===== src/hw/ext_irq_pkg.sv =====
// constants, register map and types of the external request controller
// assumes a 32-bit AHB-Lite bus and a single 100 MHz board clock
package ext_irq_pkg;

  localparam int unsigned NUM_PORTS   = 12;
  localparam int unsigned SYNC_STAGES = 2;
  localparam int unsigned CLK_MHZ     = 100;

  localparam logic [7:0] ADDR_IRQ_CSR    = 8'h00;
  localparam logic [7:0] ADDR_GROUP_CTRL = 8'h04;
  localparam logic [7:0] ADDR_LINE_CFG   = 8'h08;
  localparam logic [7:0] ADDR_LINE_STATE = 8'h0C;

  // interrupt control/status word
  localparam int unsigned BIT_PENDING     = 0;
  localparam int unsigned BIT_MISSED      = 1;
  localparam int unsigned BIT_REC_RISE    = 2;
  localparam int unsigned BIT_REC_FALL    = 3;
  localparam int unsigned BIT_POLARITY    = 6;
  localparam int unsigned BIT_INT_ENABLE  = 12;
  localparam int unsigned BIT_EDGE_STATUS = 17;

  // group control word
  localparam int unsigned BIT_LATCH_ENABLE = 5;
  localparam int unsigned BIT_LATCH_EDGE   = 6;

  // line configuration word
  localparam int unsigned BIT_C7_IRQ_ROLE = 0;
  localparam int unsigned BIT_C6_IRQ_ROLE = 1;
  localparam int unsigned BIT_C7_OUT      = 4;
  localparam int unsigned BIT_C6_OUT      = 5;
  localparam int unsigned BIT_C7_OE       = 8;
  localparam int unsigned BIT_C6_OE       = 9;

  localparam logic       RST_POLARITY     = 1'b0;
  localparam logic       RST_INT_ENABLE   = 1'b0;
  localparam logic       RST_LATCH_ENABLE = 1'b0;
  localparam logic       RST_LATCH_EDGE   = 1'b0;
  localparam logic [9:0] RST_LINE_CFG     = 10'h000;

  typedef enum logic [1:0] {
    BUS_IDLE,
    BUS_READ_WAIT,
    BUS_READ_DONE
  } bus_state_t;

endpackage


===== src/hw/req_line_if.sv =====
// carries synchronised request and gate events between the two modules
// assumes both ends run on hclk
`timescale 1ns/1ps
interface req_line_if;
  logic req_rise;
  logic req_fall;
  logic gate_active;
  logic req_level;
  logic gate_level;

  modport detector (output req_rise, req_fall, gate_active,
                    req_level, gate_level);
  modport consumer (input  req_rise, req_fall, gate_active,
                    req_level, gate_level);
endinterface


===== src/hw/ext_irq_edge_latch_ctrl.sv =====
// external request edge controller: host interrupt and port latch strobes
// assumes AHB-Lite single word transfers and pins on group 3 lines c7/c6
// How it works
// - one edge strobes all twelve ports together
// - no per-port interrupt routing or status
// - pending set blocks new edges
// - first blocked edge sets missed flag
// - rise and fall record bits kept
// - host interrupt raised per interrupt transfer
// - enable bit 12 clear stops interrupts
// - polarity bit 6 picks interrupt edge
// - latch enable bit 5, edge bit 6
// - edge status bit 17 set when an edge is accepted
// - gate high: no interrupt, no latch
// - rising edge is reset default
// - c7/c6 pick interrupt role or plain I/O
//
// The AHB-Lite register port and the register addresses are this design's own decisions.
`timescale 1ns/1ps
module ext_irq_edge_latch_ctrl
  import ext_irq_pkg::*;
(
  input  wire logic                                hclk,
  input  wire logic                                hresetn,
  input  wire logic                                hsel,
  input  wire logic [31:0]                         haddr,
  input  wire logic [1:0]                          htrans,
  input  wire logic                                hwrite,
  input  wire logic [2:0]                          hsize,
  input  wire logic [31:0]                         hwdata,
  input  wire logic                                hready,
  output logic      [31:0]                         hrdata,
  output logic                                     hreadyout,
  output logic                                     hresp,
  input  wire logic                                group3_line_c7_in,
  output logic                                     group3_line_c7_out,
  output logic                                     group3_line_c7_oe,
  input  wire logic                                group3_line_c6_in,
  output logic                                     group3_line_c6_out,
  output logic                                     group3_line_c6_oe,
  output logic                                     irq_to_host,
  output logic      [ext_irq_pkg::NUM_PORTS-1:0]   port_transfer,
  output logic      [ext_irq_pkg::NUM_PORTS-1:0]   port_latch
);
  import ext_irq_pkg::*;

  // bus state
  bus_state_t  state;
  bus_state_t  next_state;
  logic        wr_pending;
  logic [7:0]  dp_addr;
  logic        addr_phase;
  logic        rd_start;
  logic [31:0] rd_value;

  // control and status
  logic        int_enable;
  logic        polarity;
  logic        latch_enable;
  logic        latch_edge;
  logic [9:0]  line_cfg;
  logic        pending;
  logic        missed;
  logic        rec_rise;
  logic        rec_fall;
  logic        edge_status;
  logic        irq_raised;
  logic        transfer_q;
  logic        latch_q;

  req_line_if lines ();

  req_line_sync u_sync (
    .hclk      (hclk),
    .hresetn   (hresetn),
    .raw_lines ({group3_line_c6_in, group3_line_c7_in}),
    .role_gate (line_cfg[BIT_C7_IRQ_ROLE]),
    .role_req  (line_cfg[BIT_C6_IRQ_ROLE]),
    .lines     (lines)
  );

  // ---------------- bus slave ----------------
  assign addr_phase = hsel & hready & htrans[1];
  assign rd_start   = addr_phase & ~hwrite;
  assign hreadyout  = (state != BUS_READ_WAIT);
  assign hresp      = 1'b0;

  // reads take one wait so a write in flight lands first
  always_comb begin
    next_state = state;
    case (state)
      BUS_IDLE:      if (rd_start) next_state = BUS_READ_WAIT;
      BUS_READ_WAIT: next_state = BUS_READ_DONE;
      BUS_READ_DONE: next_state = rd_start ? BUS_READ_WAIT : BUS_IDLE;
      default:       next_state = BUS_IDLE;
    endcase
  end

  always_ff @(posedge hclk or negedge hresetn) begin
    if (!hresetn) begin
      state      <= BUS_IDLE;
      wr_pending <= 1'b0;
      dp_addr    <= 8'h00;
    end else begin
      state      <= next_state;
      wr_pending <= addr_phase & hwrite;
      if (addr_phase) dp_addr <= haddr[7:0];
    end
  end

  wire wr_csr   = wr_pending && (dp_addr == ADDR_IRQ_CSR);
  wire wr_group = wr_pending && (dp_addr == ADDR_GROUP_CTRL);
  wire wr_line  = wr_pending && (dp_addr == ADDR_LINE_CFG);

  wire [31:0] csr_view =
      (32'(pending)     << BIT_PENDING)    |
      (32'(missed)      << BIT_MISSED)     |
      (32'(rec_rise)    << BIT_REC_RISE)   |
      (32'(rec_fall)    << BIT_REC_FALL)   |
      (32'(polarity)    << BIT_POLARITY)   |
      (32'(int_enable)  << BIT_INT_ENABLE) |
      (32'(edge_status) << BIT_EDGE_STATUS);
  wire [31:0] group_view =
      (32'(latch_enable) << BIT_LATCH_ENABLE) |
      (32'(latch_edge)   << BIT_LATCH_EDGE);
  wire [31:0] state_view =
      {28'h0000000, lines.req_level, lines.gate_level,
       lines.gate_active, irq_to_host};

  // unmapped offsets read as zero
  assign rd_value = (dp_addr == ADDR_IRQ_CSR)    ? csr_view   :
                    (dp_addr == ADDR_GROUP_CTRL) ? group_view :
                    (dp_addr == ADDR_LINE_CFG)   ? 32'(line_cfg) :
                    (dp_addr == ADDR_LINE_STATE) ? state_view :
                    32'h00000000;

  always_ff @(posedge hclk or negedge hresetn) begin
    if (!hresetn)                    hrdata <= 32'h00000000;
    else if (state == BUS_READ_WAIT) hrdata <= rd_value;
  end

  // ---------------- configuration ----------------
  always_ff @(posedge hclk or negedge hresetn) begin
    if (!hresetn) begin
      int_enable   <= RST_INT_ENABLE;
      polarity     <= RST_POLARITY;
      latch_enable <= RST_LATCH_ENABLE;
      latch_edge   <= RST_LATCH_EDGE;
      line_cfg     <= RST_LINE_CFG;
    end else begin
      if (wr_csr) begin
        int_enable <= hwdata[BIT_INT_ENABLE];
        polarity   <= hwdata[BIT_POLARITY];
      end
      if (wr_group) begin
        latch_enable <= hwdata[BIT_LATCH_ENABLE];
        latch_edge   <= hwdata[BIT_LATCH_EDGE];
      end
      if (wr_line) line_cfg <= hwdata[9:0];
    end
  end

  // lines not in their interrupt role behave as plain I/O
  assign group3_line_c7_out = line_cfg[BIT_C7_OUT];
  assign group3_line_c6_out = line_cfg[BIT_C6_OUT];
  assign group3_line_c7_oe  =
      ~line_cfg[BIT_C7_IRQ_ROLE] & line_cfg[BIT_C7_OE];
  assign group3_line_c6_oe  =
      ~line_cfg[BIT_C6_IRQ_ROLE] & line_cfg[BIT_C6_OE];

  // ---------------- edge qualification ----------------
  wire any_edge  = lines.req_rise | lines.req_fall;
  wire gated     = any_edge & lines.gate_active;
  wire irq_edge  = polarity ? lines.req_fall : lines.req_rise;
  wire irq_hit   = int_enable & gated & irq_edge;
  wire lat_edge  = latch_edge ? lines.req_fall : lines.req_rise;
  wire latch_hit = latch_enable & gated & lat_edge;
  wire acted     = irq_hit | latch_hit;
  wire accept    = acted & ~pending;
  wire ignored   = acted & pending;

  // write-one-to-clear; a set in the same cycle wins
  wire clr_pend  = wr_csr & hwdata[BIT_PENDING];
  wire clr_miss  = wr_csr & hwdata[BIT_MISSED];
  wire clr_rise  = wr_csr & hwdata[BIT_REC_RISE];
  wire clr_fall  = wr_csr & hwdata[BIT_REC_FALL];
  wire clr_edge  = wr_csr & hwdata[BIT_EDGE_STATUS];

  wire next_pending = (pending & ~clr_pend) | accept;
  wire next_missed  = (missed & ~clr_miss) | ignored;
  wire next_rise    = (rec_rise & ~clr_rise) | (accept & lines.req_rise);
  wire next_fall    = (rec_fall & ~clr_fall) | (accept & lines.req_fall);
  wire next_edge    = (edge_status & ~clr_edge) | accept;
  wire next_raised  = (irq_raised & ~clr_pend) | (accept & irq_hit);

  always_ff @(posedge hclk or negedge hresetn) begin
    if (!hresetn) begin
      pending     <= 1'b0;
      missed      <= 1'b0;
      rec_rise    <= 1'b0;
      rec_fall    <= 1'b0;
      edge_status <= 1'b0;
      irq_raised  <= 1'b0;
      transfer_q  <= 1'b0;
      latch_q     <= 1'b0;
    end else begin
      pending     <= next_pending;
      missed      <= next_missed;
      rec_rise    <= next_rise;
      rec_fall    <= next_fall;
      edge_status <= next_edge;
      irq_raised  <= next_raised;
      transfer_q  <= accept;
      latch_q     <= accept & latch_hit;
    end
  end

  assign irq_to_host = irq_raised;

  // the shared transfer and latch strobes fan out to every port alike
  genvar p;
  generate
    for (p = 0; p < NUM_PORTS; p++) begin : g_port
      assign port_transfer[p] = transfer_q;
      assign port_latch[p]    = latch_q;
    end
  endgenerate

  // ---------------- checks ----------------
  all_ports_a: assert property (
    @(posedge hclk) disable iff (!hresetn)
    accept |=> (&port_transfer))
    else $error("edge did not strobe every port");

  latch_match_a: assert property (
    @(posedge hclk) disable iff (!hresetn)
    (port_latch != '0) |-> (port_latch == port_transfer))
    else $error("latch strobe differs from transfer");

  pending_blocks_a: assert property (
    @(posedge hclk) disable iff (!hresetn)
    pending |=> (port_transfer == '0))
    else $error("transfer started while pending");

  missed_first_a: assert property (
    @(posedge hclk) disable iff (!hresetn)
    (pending && acted) |=> missed)
    else $error("blocked edge did not set missed");

  edge_record_a: assert property (
    @(posedge hclk) disable iff (!hresetn)
    (accept && lines.req_fall) |=>
      (rec_fall && (!rec_rise || $past(rec_rise))))
    else $error("edge record bits wrong");

  host_irq_a: assert property (
    @(posedge hclk) disable iff (!hresetn)
    (accept && irq_hit) |=> (irq_to_host && (&port_transfer)))
    else $error("interrupt transfer without host interrupt");

  enable_off_a: assert property (
    @(posedge hclk) disable iff (!hresetn)
    (!int_enable && !irq_raised) |=> !irq_raised)
    else $error("interrupt raised while disabled");

  wrong_polarity_a: assert property (
    @(posedge hclk) disable iff (!hresetn)
    (int_enable && gated && !irq_raised &&
     (polarity ? lines.req_rise : lines.req_fall)) |=> !irq_raised)
    else $error("opposite edge raised interrupt");

  latch_gate_a: assert property (
    @(posedge hclk) disable iff (!hresetn)
    (port_latch != '0) |-> $past(latch_enable))
    else $error("latch without latch enable");

  edge_status_a: assert property (
    @(posedge hclk) disable iff (!hresetn)
    (!edge_status && !acted) |=> !edge_status)
    else $error("edge status set without action");

  gate_high_a: assert property (
    @(posedge hclk) disable iff (!hresetn)
    (lines.gate_level || !line_cfg[BIT_C7_IRQ_ROLE]) |=>
      ((port_transfer == '0) && (port_latch == '0)))
    else $error("edge acted with gate inactive");

  reset_rising_a: assert property (
    @(posedge hclk) disable iff (!hresetn)
    $rose(hresetn) |-> (polarity == 1'b0))
    else $error("polarity not rising after reset");

  // what an accepted edge leaves one cycle later, plus missed-cause, single-strobe, clear, line-drive and read-wait checks
  pend_set_a: assert property (
    @(posedge hclk) disable iff (!hresetn)
    accept |=> pending)
    else $error("accepted edge did not set pending");

  rise_record_a: assert property (
    @(posedge hclk) disable iff (!hresetn)
    (accept && lines.req_rise) |=>
      (rec_rise && (!rec_fall || $past(rec_fall))))
    else $error("rise record bits wrong");

  missed_cause_a: assert property (
    @(posedge hclk) disable iff (!hresetn)
    (!missed && !(pending && acted)) |=> !missed)
    else $error("missed set without a blocked edge");

  irq_transfer_a: assert property (
    @(posedge hclk) disable iff (!hresetn)
    $rose(irq_to_host) |-> (&port_transfer))
    else $error("host interrupt rose without a transfer");

  latch_strobe_a: assert property (
    @(posedge hclk) disable iff (!hresetn)
    (accept && latch_hit) |=> (&port_latch))
    else $error("latch edge did not strobe every port");

  latch_only_a: assert property (
    @(posedge hclk) disable iff (!hresetn)
    (accept && !latch_hit) |=> (port_latch == '0))
    else $error("latch strobe on a non-latch edge");

  status_set_a: assert property (
    @(posedge hclk) disable iff (!hresetn)
    accept |=> edge_status)
    else $error("edge status not set by acted edge");

  strobe_once_a: assert property (
    @(posedge hclk) disable iff (!hresetn)
    (|port_transfer) |=> (port_transfer == '0))
    else $error("transfer strobe lasted more than one cycle");

  pend_clear_a: assert property (
    @(posedge hclk) disable iff (!hresetn)
    (clr_pend && !accept) |=> (!pending && !irq_to_host))
    else $error("pending clear did not drop the interrupt");

  role_oe_a: assert property (
    @(posedge hclk) disable iff (!hresetn)
    line_cfg[BIT_C6_IRQ_ROLE] |-> !group3_line_c6_oe)
    else $error("request line driven while in its role");

  read_wait_a: assert property (
    @(posedge hclk) disable iff (!hresetn)
    rd_start |=> !hreadyout ##1 hreadyout)
    else $error("read did not take one wait");
endmodule


===== src/hw/req_line_sync.sv =====
// two-flop synchronisers for the request and gate lines, edge detection for the request line
// assumes raw pin levels from outside the clock domain
`timescale 1ns/1ps
module req_line_sync
  import ext_irq_pkg::*;
(
  input  wire logic       hclk,
  input  wire logic       hresetn,
  input  wire logic [1:0] raw_lines,
  input  wire logic       role_gate,
  input  wire logic       role_req,
  req_line_if.detector    lines
);
  // index 0 carries the gate line, index 1 the request line
  logic [1:0] meta;
  logic [1:0] synced;
  logic       req_prev;

  genvar i;
  generate
    for (i = 0; i < 2; i++) begin : g_sync
      always_ff @(posedge hclk or negedge hresetn) begin
        if (!hresetn) begin
          meta[i]   <= 1'b1;
          synced[i] <= 1'b1;
        end else begin
          meta[i]   <= raw_lines[i];
          synced[i] <= meta[i];
        end
      end
    end
  endgenerate

  // compare successive synced samples so each edge fires once
  always_ff @(posedge hclk or negedge hresetn) begin
    if (!hresetn) req_prev <= 1'b1;
    else          req_prev <= synced[1];
  end

  assign lines.req_rise    = role_req & synced[1] & ~req_prev;
  assign lines.req_fall    = role_req & ~synced[1] & req_prev;
  assign lines.gate_active = role_gate & ~synced[0];
  assign lines.req_level   = synced[1];
  assign lines.gate_level  = synced[0];

  single_edge_a: assert property (
    @(posedge hclk) disable iff (!hresetn)
    lines.req_rise |=> !lines.req_rise)
    else $error("request rise reported twice");
endmodule


===== config.mk =====
export PLATFORM = sky130hd
export DESIGN_NAME = ext_irq_edge_latch_ctrl
export DESIGN_NICKNAME = d
export VERILOG_FILES = /design/src/hw/ext_irq_pkg.sv /design/src/hw/req_line_if.sv /design/src/hw/ext_irq_edge_latch_ctrl.sv /design/src/hw/req_line_sync.sv
export SDC_FILE = /design/constraint.sdc
export NUM_CORES = 1
export LEC_CHECK = 0
export BUFFER_PORTS_ARGS = -buffer_cell sky130_fd_sc_hd__buf_2
export CORE_MARGIN = 3
export CORE_UTILIZATION = 47
export DETAILED_ROUTE_END_ITERATION = 6
export PLACE_DENSITY = 0.82
export SYNTH_ARGS = -nofsm -noshare
export SYNTH_HDL_FRONTEND = slang
export SYNTH_SLANG_ARGS = --single-unit

===== constraint.sdc =====
create_clock -name hclk -period 2.85 [get_ports hclk]
set_input_delay 0.1425 -clock hclk [delete_from_list [all_inputs] [get_ports hclk]]
set_output_delay 0.1425 -clock hclk [all_outputs]
set_load 0.02 [all_outputs]

==> flow_results.org <==
** Outcome
- The flow ran to the end, and the final reports show no timing, DRC or antenna violations.

** Place
- Prior to clock tree synthesis, the placed netlist has a worst setup slack of 1.061 ns.
- The placed instances occupy a cell area of 2565 sq um.
- Summed over all nets, the half-perimeter wirelength after detailed placement is 3272 um.
- Routability congestion estimate from global placement :: 0.8191
- Number of buffers inserted by port buffering :: 69

** Cells and area
- After routing the design area is 2738 sq um.
- Share of cells above drive strength 1 :: 44.09%
- Leaving out fill and tap cells, the most frequent cell in the layout is sky130_fd_sc_hd__buf_2.
- In the final design database the tool counted 329 nets.
- Counting the fill cells in the layout gives 414.
- Most used cells in the layout excluding fill and tap cells :: sky130_fd_sc_hd__buf_2 (69), sky130_fd_sc_hd__dfrtp_1 (45), sky130_fd_sc_hd__conb_1 (21), sky130_fd_sc_hd__nand2_1 (15), sky130_fd_sc_hd__mux2_2 (15)
- Antenna fix cells :: 0
- From synthesis to final layout, the design area changed by 12.73%.

** Setup path
- Setup slack on the worst reg-to-reg path comes out at 1.06 ns.
- Path depth of the worst reg2reg path :: 4
- Crit-path max FO :: 10
- Sort of element at the end of the critical path :: register
- The critical path starts at dp_addr[1].
- Kind of launch point of the worst setup path :: register
- In this run the worst setup path terminates at line_cfg[1].
- The worst setup path is of the reg -> reg kind.
- Required time worst endpoint :: 3.04 ns
- The worst register-to-register path ends at line_cfg[1].
- In this run the critical register-to-register path is launched from dp_addr[1].
- STA puts the critical path data arrival time at 1.98 ns.

** Clock tree
- The clock drives 50 sinks.
- In this run the deepest clock path goes through 2 buffers.
- Post-CTS repair changed the size of 0 cells.
- Clock slew at reported path FFs :: 0.09 ns
- TritonCTS built the clock tree.
- Root Buffer :: sky130_fd_sc_hd__clkbuf_8
- Setup Buffers After CTS :: 0
- The later pin in the worst-skew pair is clocked with a latency of 0.30 ns.
- For this design, the CTS-stage hold fixing added 3 buffers.
- Buffers inserted during clock tree synthesis total 5.
- The H-tree was split into 2 levels.

** Die
- The floorplan step set the die width to 77.89 um.
- Vertical die dimension :: 77.89 um
- Boundary pin count :: 139
- Std-Cell Rows :: 25
- Std-Cell Core Area :: 4848 sq um
- The initial utilization of the core area, before any placement, comes to 50.09%.
- Area of the die :: 6066 sq um

** Global route
- Layer with the highest usage after global routing :: met2
- In the global route stage, met1 resource usage came out at 18.87%.
- The initial antenna violation count came to 0.
- GRT Util Overall :: 15.10%
- The first global-routing pass estimated 7238 um of wire.
- Global routing consumed, on the met2 layer, 25.43% of the routing resources.
- Overflow left after global routing :: 0
- For this run, global-route usage on met3 was measured as 3.944%.
- The number of global-route vias before repair was 1,500.
- Entering global routing, the biggest net connects 51 pins.

** Timing
- Time the worst path needs with I/O delays and setup :: 1.791 ns
- Setup slack of the critical path after layout :: 1.059 ns
- For the pin with the worst max-slew slack, the measured transition is 1.091 ns.
- Final clock skew :: 0.004546 ns
- Derived from the worst setup path, the maximum achievable clock frequency is 0.5583 GHz.
- Headroom to the max-slew limit came out at 27.28%.
- The final critical path takes up 62.85% of the cycle.
- Setup total negative slack on the finished layout was measured at 0 ns.
- Finish-stage setup viols :: 0
- Setup repair after global routing left no endpoint under its margin.
- Fin. Hold Viols :: 0
- Fin. max-slew vios :: 0

** Routing
- For this block, the routed nets add up to 4419 um of wire.
- Pre-Repair DR Iteration Count :: 4
- Number of nets with antenna violations after detailed routing :: 0
- In the final routed layout, each cell accounts on average for 13.77 um.
- For this run, design rule violations remaining after detail routing come to 0.
- Total vias in the final route :: 1,569
- The first routing iteration left 51 violations.
- Average vias per placed instance :: 4.888

** Power and ir drop
- The analysis attributes to cell leakage a power of 1.434 nW.
- In this run the power density over the cells is 597.0 nW/um^2.
- Across the VDD grid, the largest voltage drop is 325.5 uV.

** Logic synthesis
- Count of state elements after synthesis :: 50
- After synthesis, the mean cell area works out to 11.90 sq um.
- For this run, the number of Yosys warnings is 0.
- Cell type with the highest aggregate area in the netlist :: sky130_fd_sc_hd__dfrtp_1
- After synthesis, flip-flops and latches occupy 51.78% of the total area.
- The number of different library cells used by synthesis comes to 34.
- Summing every instance area after synthesis gives 2429 sq um.
- Area share of the largest cell type after synthesis :: 46.37%
- In the synthesized netlist, the number of instances is 204.
- By area the synthesized netlist is led by sky130_fd_sc_hd__dfrtp_1 (46%), sky130_fd_sc_hd__buf_4 (14%), sky130_fd_sc_hd__mux2_2 (7.0%).

** Run
- Max Cap Violations :: 0

** Min path
- Class of the tightest hold or removal check :: in -> async
-- Yosys cell counts --
| cell type | count |
|---|---|
| sky130_fd_sc_hd__buf_4 | 45 |
| sky130_fd_sc_hd__dfrtp_1 | 45 |
| sky130_fd_sc_hd__mux2_2 | 15 |
| sky130_fd_sc_hd__nand2_1 | 15 |
| sky130_fd_sc_hd__mux2_4 | 10 |
| sky130_fd_sc_hd__o21ai_0 | 9 |
| sky130_fd_sc_hd__a22o_1 | 7 |
| sky130_fd_sc_hd__dfstp_2 | 5 |
| sky130_fd_sc_hd__nand3_1 | 5 |
| sky130_fd_sc_hd__nor2_1 | 5 |
| sky130_fd_sc_hd__nor2b_1 | 5 |
| sky130_fd_sc_hd__a21oi_1 | 4 |
| sky130_fd_sc_hd__a22oi_1 | 3 |
| sky130_fd_sc_hd__buf_2 | 3 |
| sky130_fd_sc_hd__inv_1 | 3 |
| sky130_fd_sc_hd__nor4bb_1 | 3 |
| sky130_fd_sc_hd__a21o_1 | 2 |
| sky130_fd_sc_hd__a31oi_1 | 2 |
| sky130_fd_sc_hd__and2b_1 | 2 |
| sky130_fd_sc_hd__nor3b_1 | 2 |
| sky130_fd_sc_hd__a32o_1 | 1 |
| sky130_fd_sc_hd__and2_1 | 1 |
| sky130_fd_sc_hd__and3_2 | 1 |
| sky130_fd_sc_hd__and4_2 | 1 |
| sky130_fd_sc_hd__buf_6 | 1 |
| sky130_fd_sc_hd__clkbuf_1 | 1 |
| sky130_fd_sc_hd__conb_1 | 1 |
| sky130_fd_sc_hd__mux2i_1 | 1 |
| sky130_fd_sc_hd__nand3_4 | 1 |
| sky130_fd_sc_hd__nand3b_1 | 1 |
| sky130_fd_sc_hd__nor2_2 | 1 |
| sky130_fd_sc_hd__nor3_1 | 1 |
| sky130_fd_sc_hd__nor4_2 | 1 |
| sky130_fd_sc_hd__o2bb2ai_1 | 1 |
-- critical path: stages, from the launching register on --
cell and delay (ns):
sky130_fd_sc_hd__dfrtp_1 0.39, sky130_fd_sc_hd__nor4_2 0.31, sky130_fd_sc_hd__and2_1 0.34, sky130_fd_sc_hd__nand3_4 0.27
sky130_fd_sc_hd__mux2_4 0.36
-- worst min-delay path by stage --
stage,start,end,slack [ns],cells past startpoint
2_1_floorplan,hresetn,dp_addr[0],-0.15,0
3_3_place_gp,group3_line_c6_in,u_sync.meta[1],0.25,1
3_5_place_dp,group3_line_c6_in,u_sync.meta[1],0.25,1
4_1_cts,haddr[7],dp_addr[7],0.05,2
5_1_grt,haddr[4],dp_addr[4],0.05,2
6_report,hresetn,dp_addr[0],0.04,1
-- stage by stage --
step                hold WS (ns)  std cells  util, %  power, mW
floorplan                -0.1531        224        -     0.9939
global placement          0.2479        310    52.90      1.028
detailed placement        0.2487        310    52.90      1.037
CTS                      0.05271        321    56.46      1.646
global route             0.05406        321    56.46      1.702
finish                   0.03576        321    56.46      1.634
-- routing by layer --
| layer | routed length (um) | share of wire [%] | up-vias |
|---|---|---|---|
| li1 | - | - | 738 |
| met1 | 1844 | 42 | 755 |
| met2 | 2135 | 48 | 72 |
| met3 | 402 | 9.1 | 4 |
| met4 | 37 | 0.84 | 0 |
| met5 | 0 | 0 | - |
-- power by group --
part	internal (mW)	switching (mW)
Clock	0.374	0.234
Combinational	0.0967	0.107
Sequential	0.768	0.0548
-- state kept, by name, summed over array words and instances, names as in the netlist --
signal and cells:
edge_status 1, latch_edge 1, hrdata 12, rec_rise 1, u_sync.lines.req_level 1, state 2, int_enable 1, dp_addr 8
u_sync.req_prev 1, line_cfg 10, u_sync.lines.gate_level 1, rec_fall 1, polarity 1, latch_q 1, u_sync.meta 2, missed 1
pending 1, transfer_q 1, irq_to_host 1, wr_pending 1, latch_enable 1
-- cell type report --
cell class / count / area [sq um] / share of cell area, %
multi-input cells: 121 / 867.1 / 31.67
clock buffers: 6 / 82.58 / 3.016
repair buffers: 72 / 375.4 / 13.71
flip-flops and latches: 50 / 1257 / 45.93
clock inverters: 2 / 60.06 / 2.194
inverters: 3 / 11.26 / 0.4113
well taps: 67 / 83.83 / 3.062
-- logic make-up after synthesis --
family                 count (synthesis)  synth area share, %
multiplexers                          26                13.55
flip-flops                            50                51.78
other                                  1               0.1544
AND/OR/NAND/NOR                       45                10.87
AO/OA/AOI/OAI                         29                8.037
buffers and inverters                 53                15.61
Note: power is estimated with default switching activity, not from simulation.
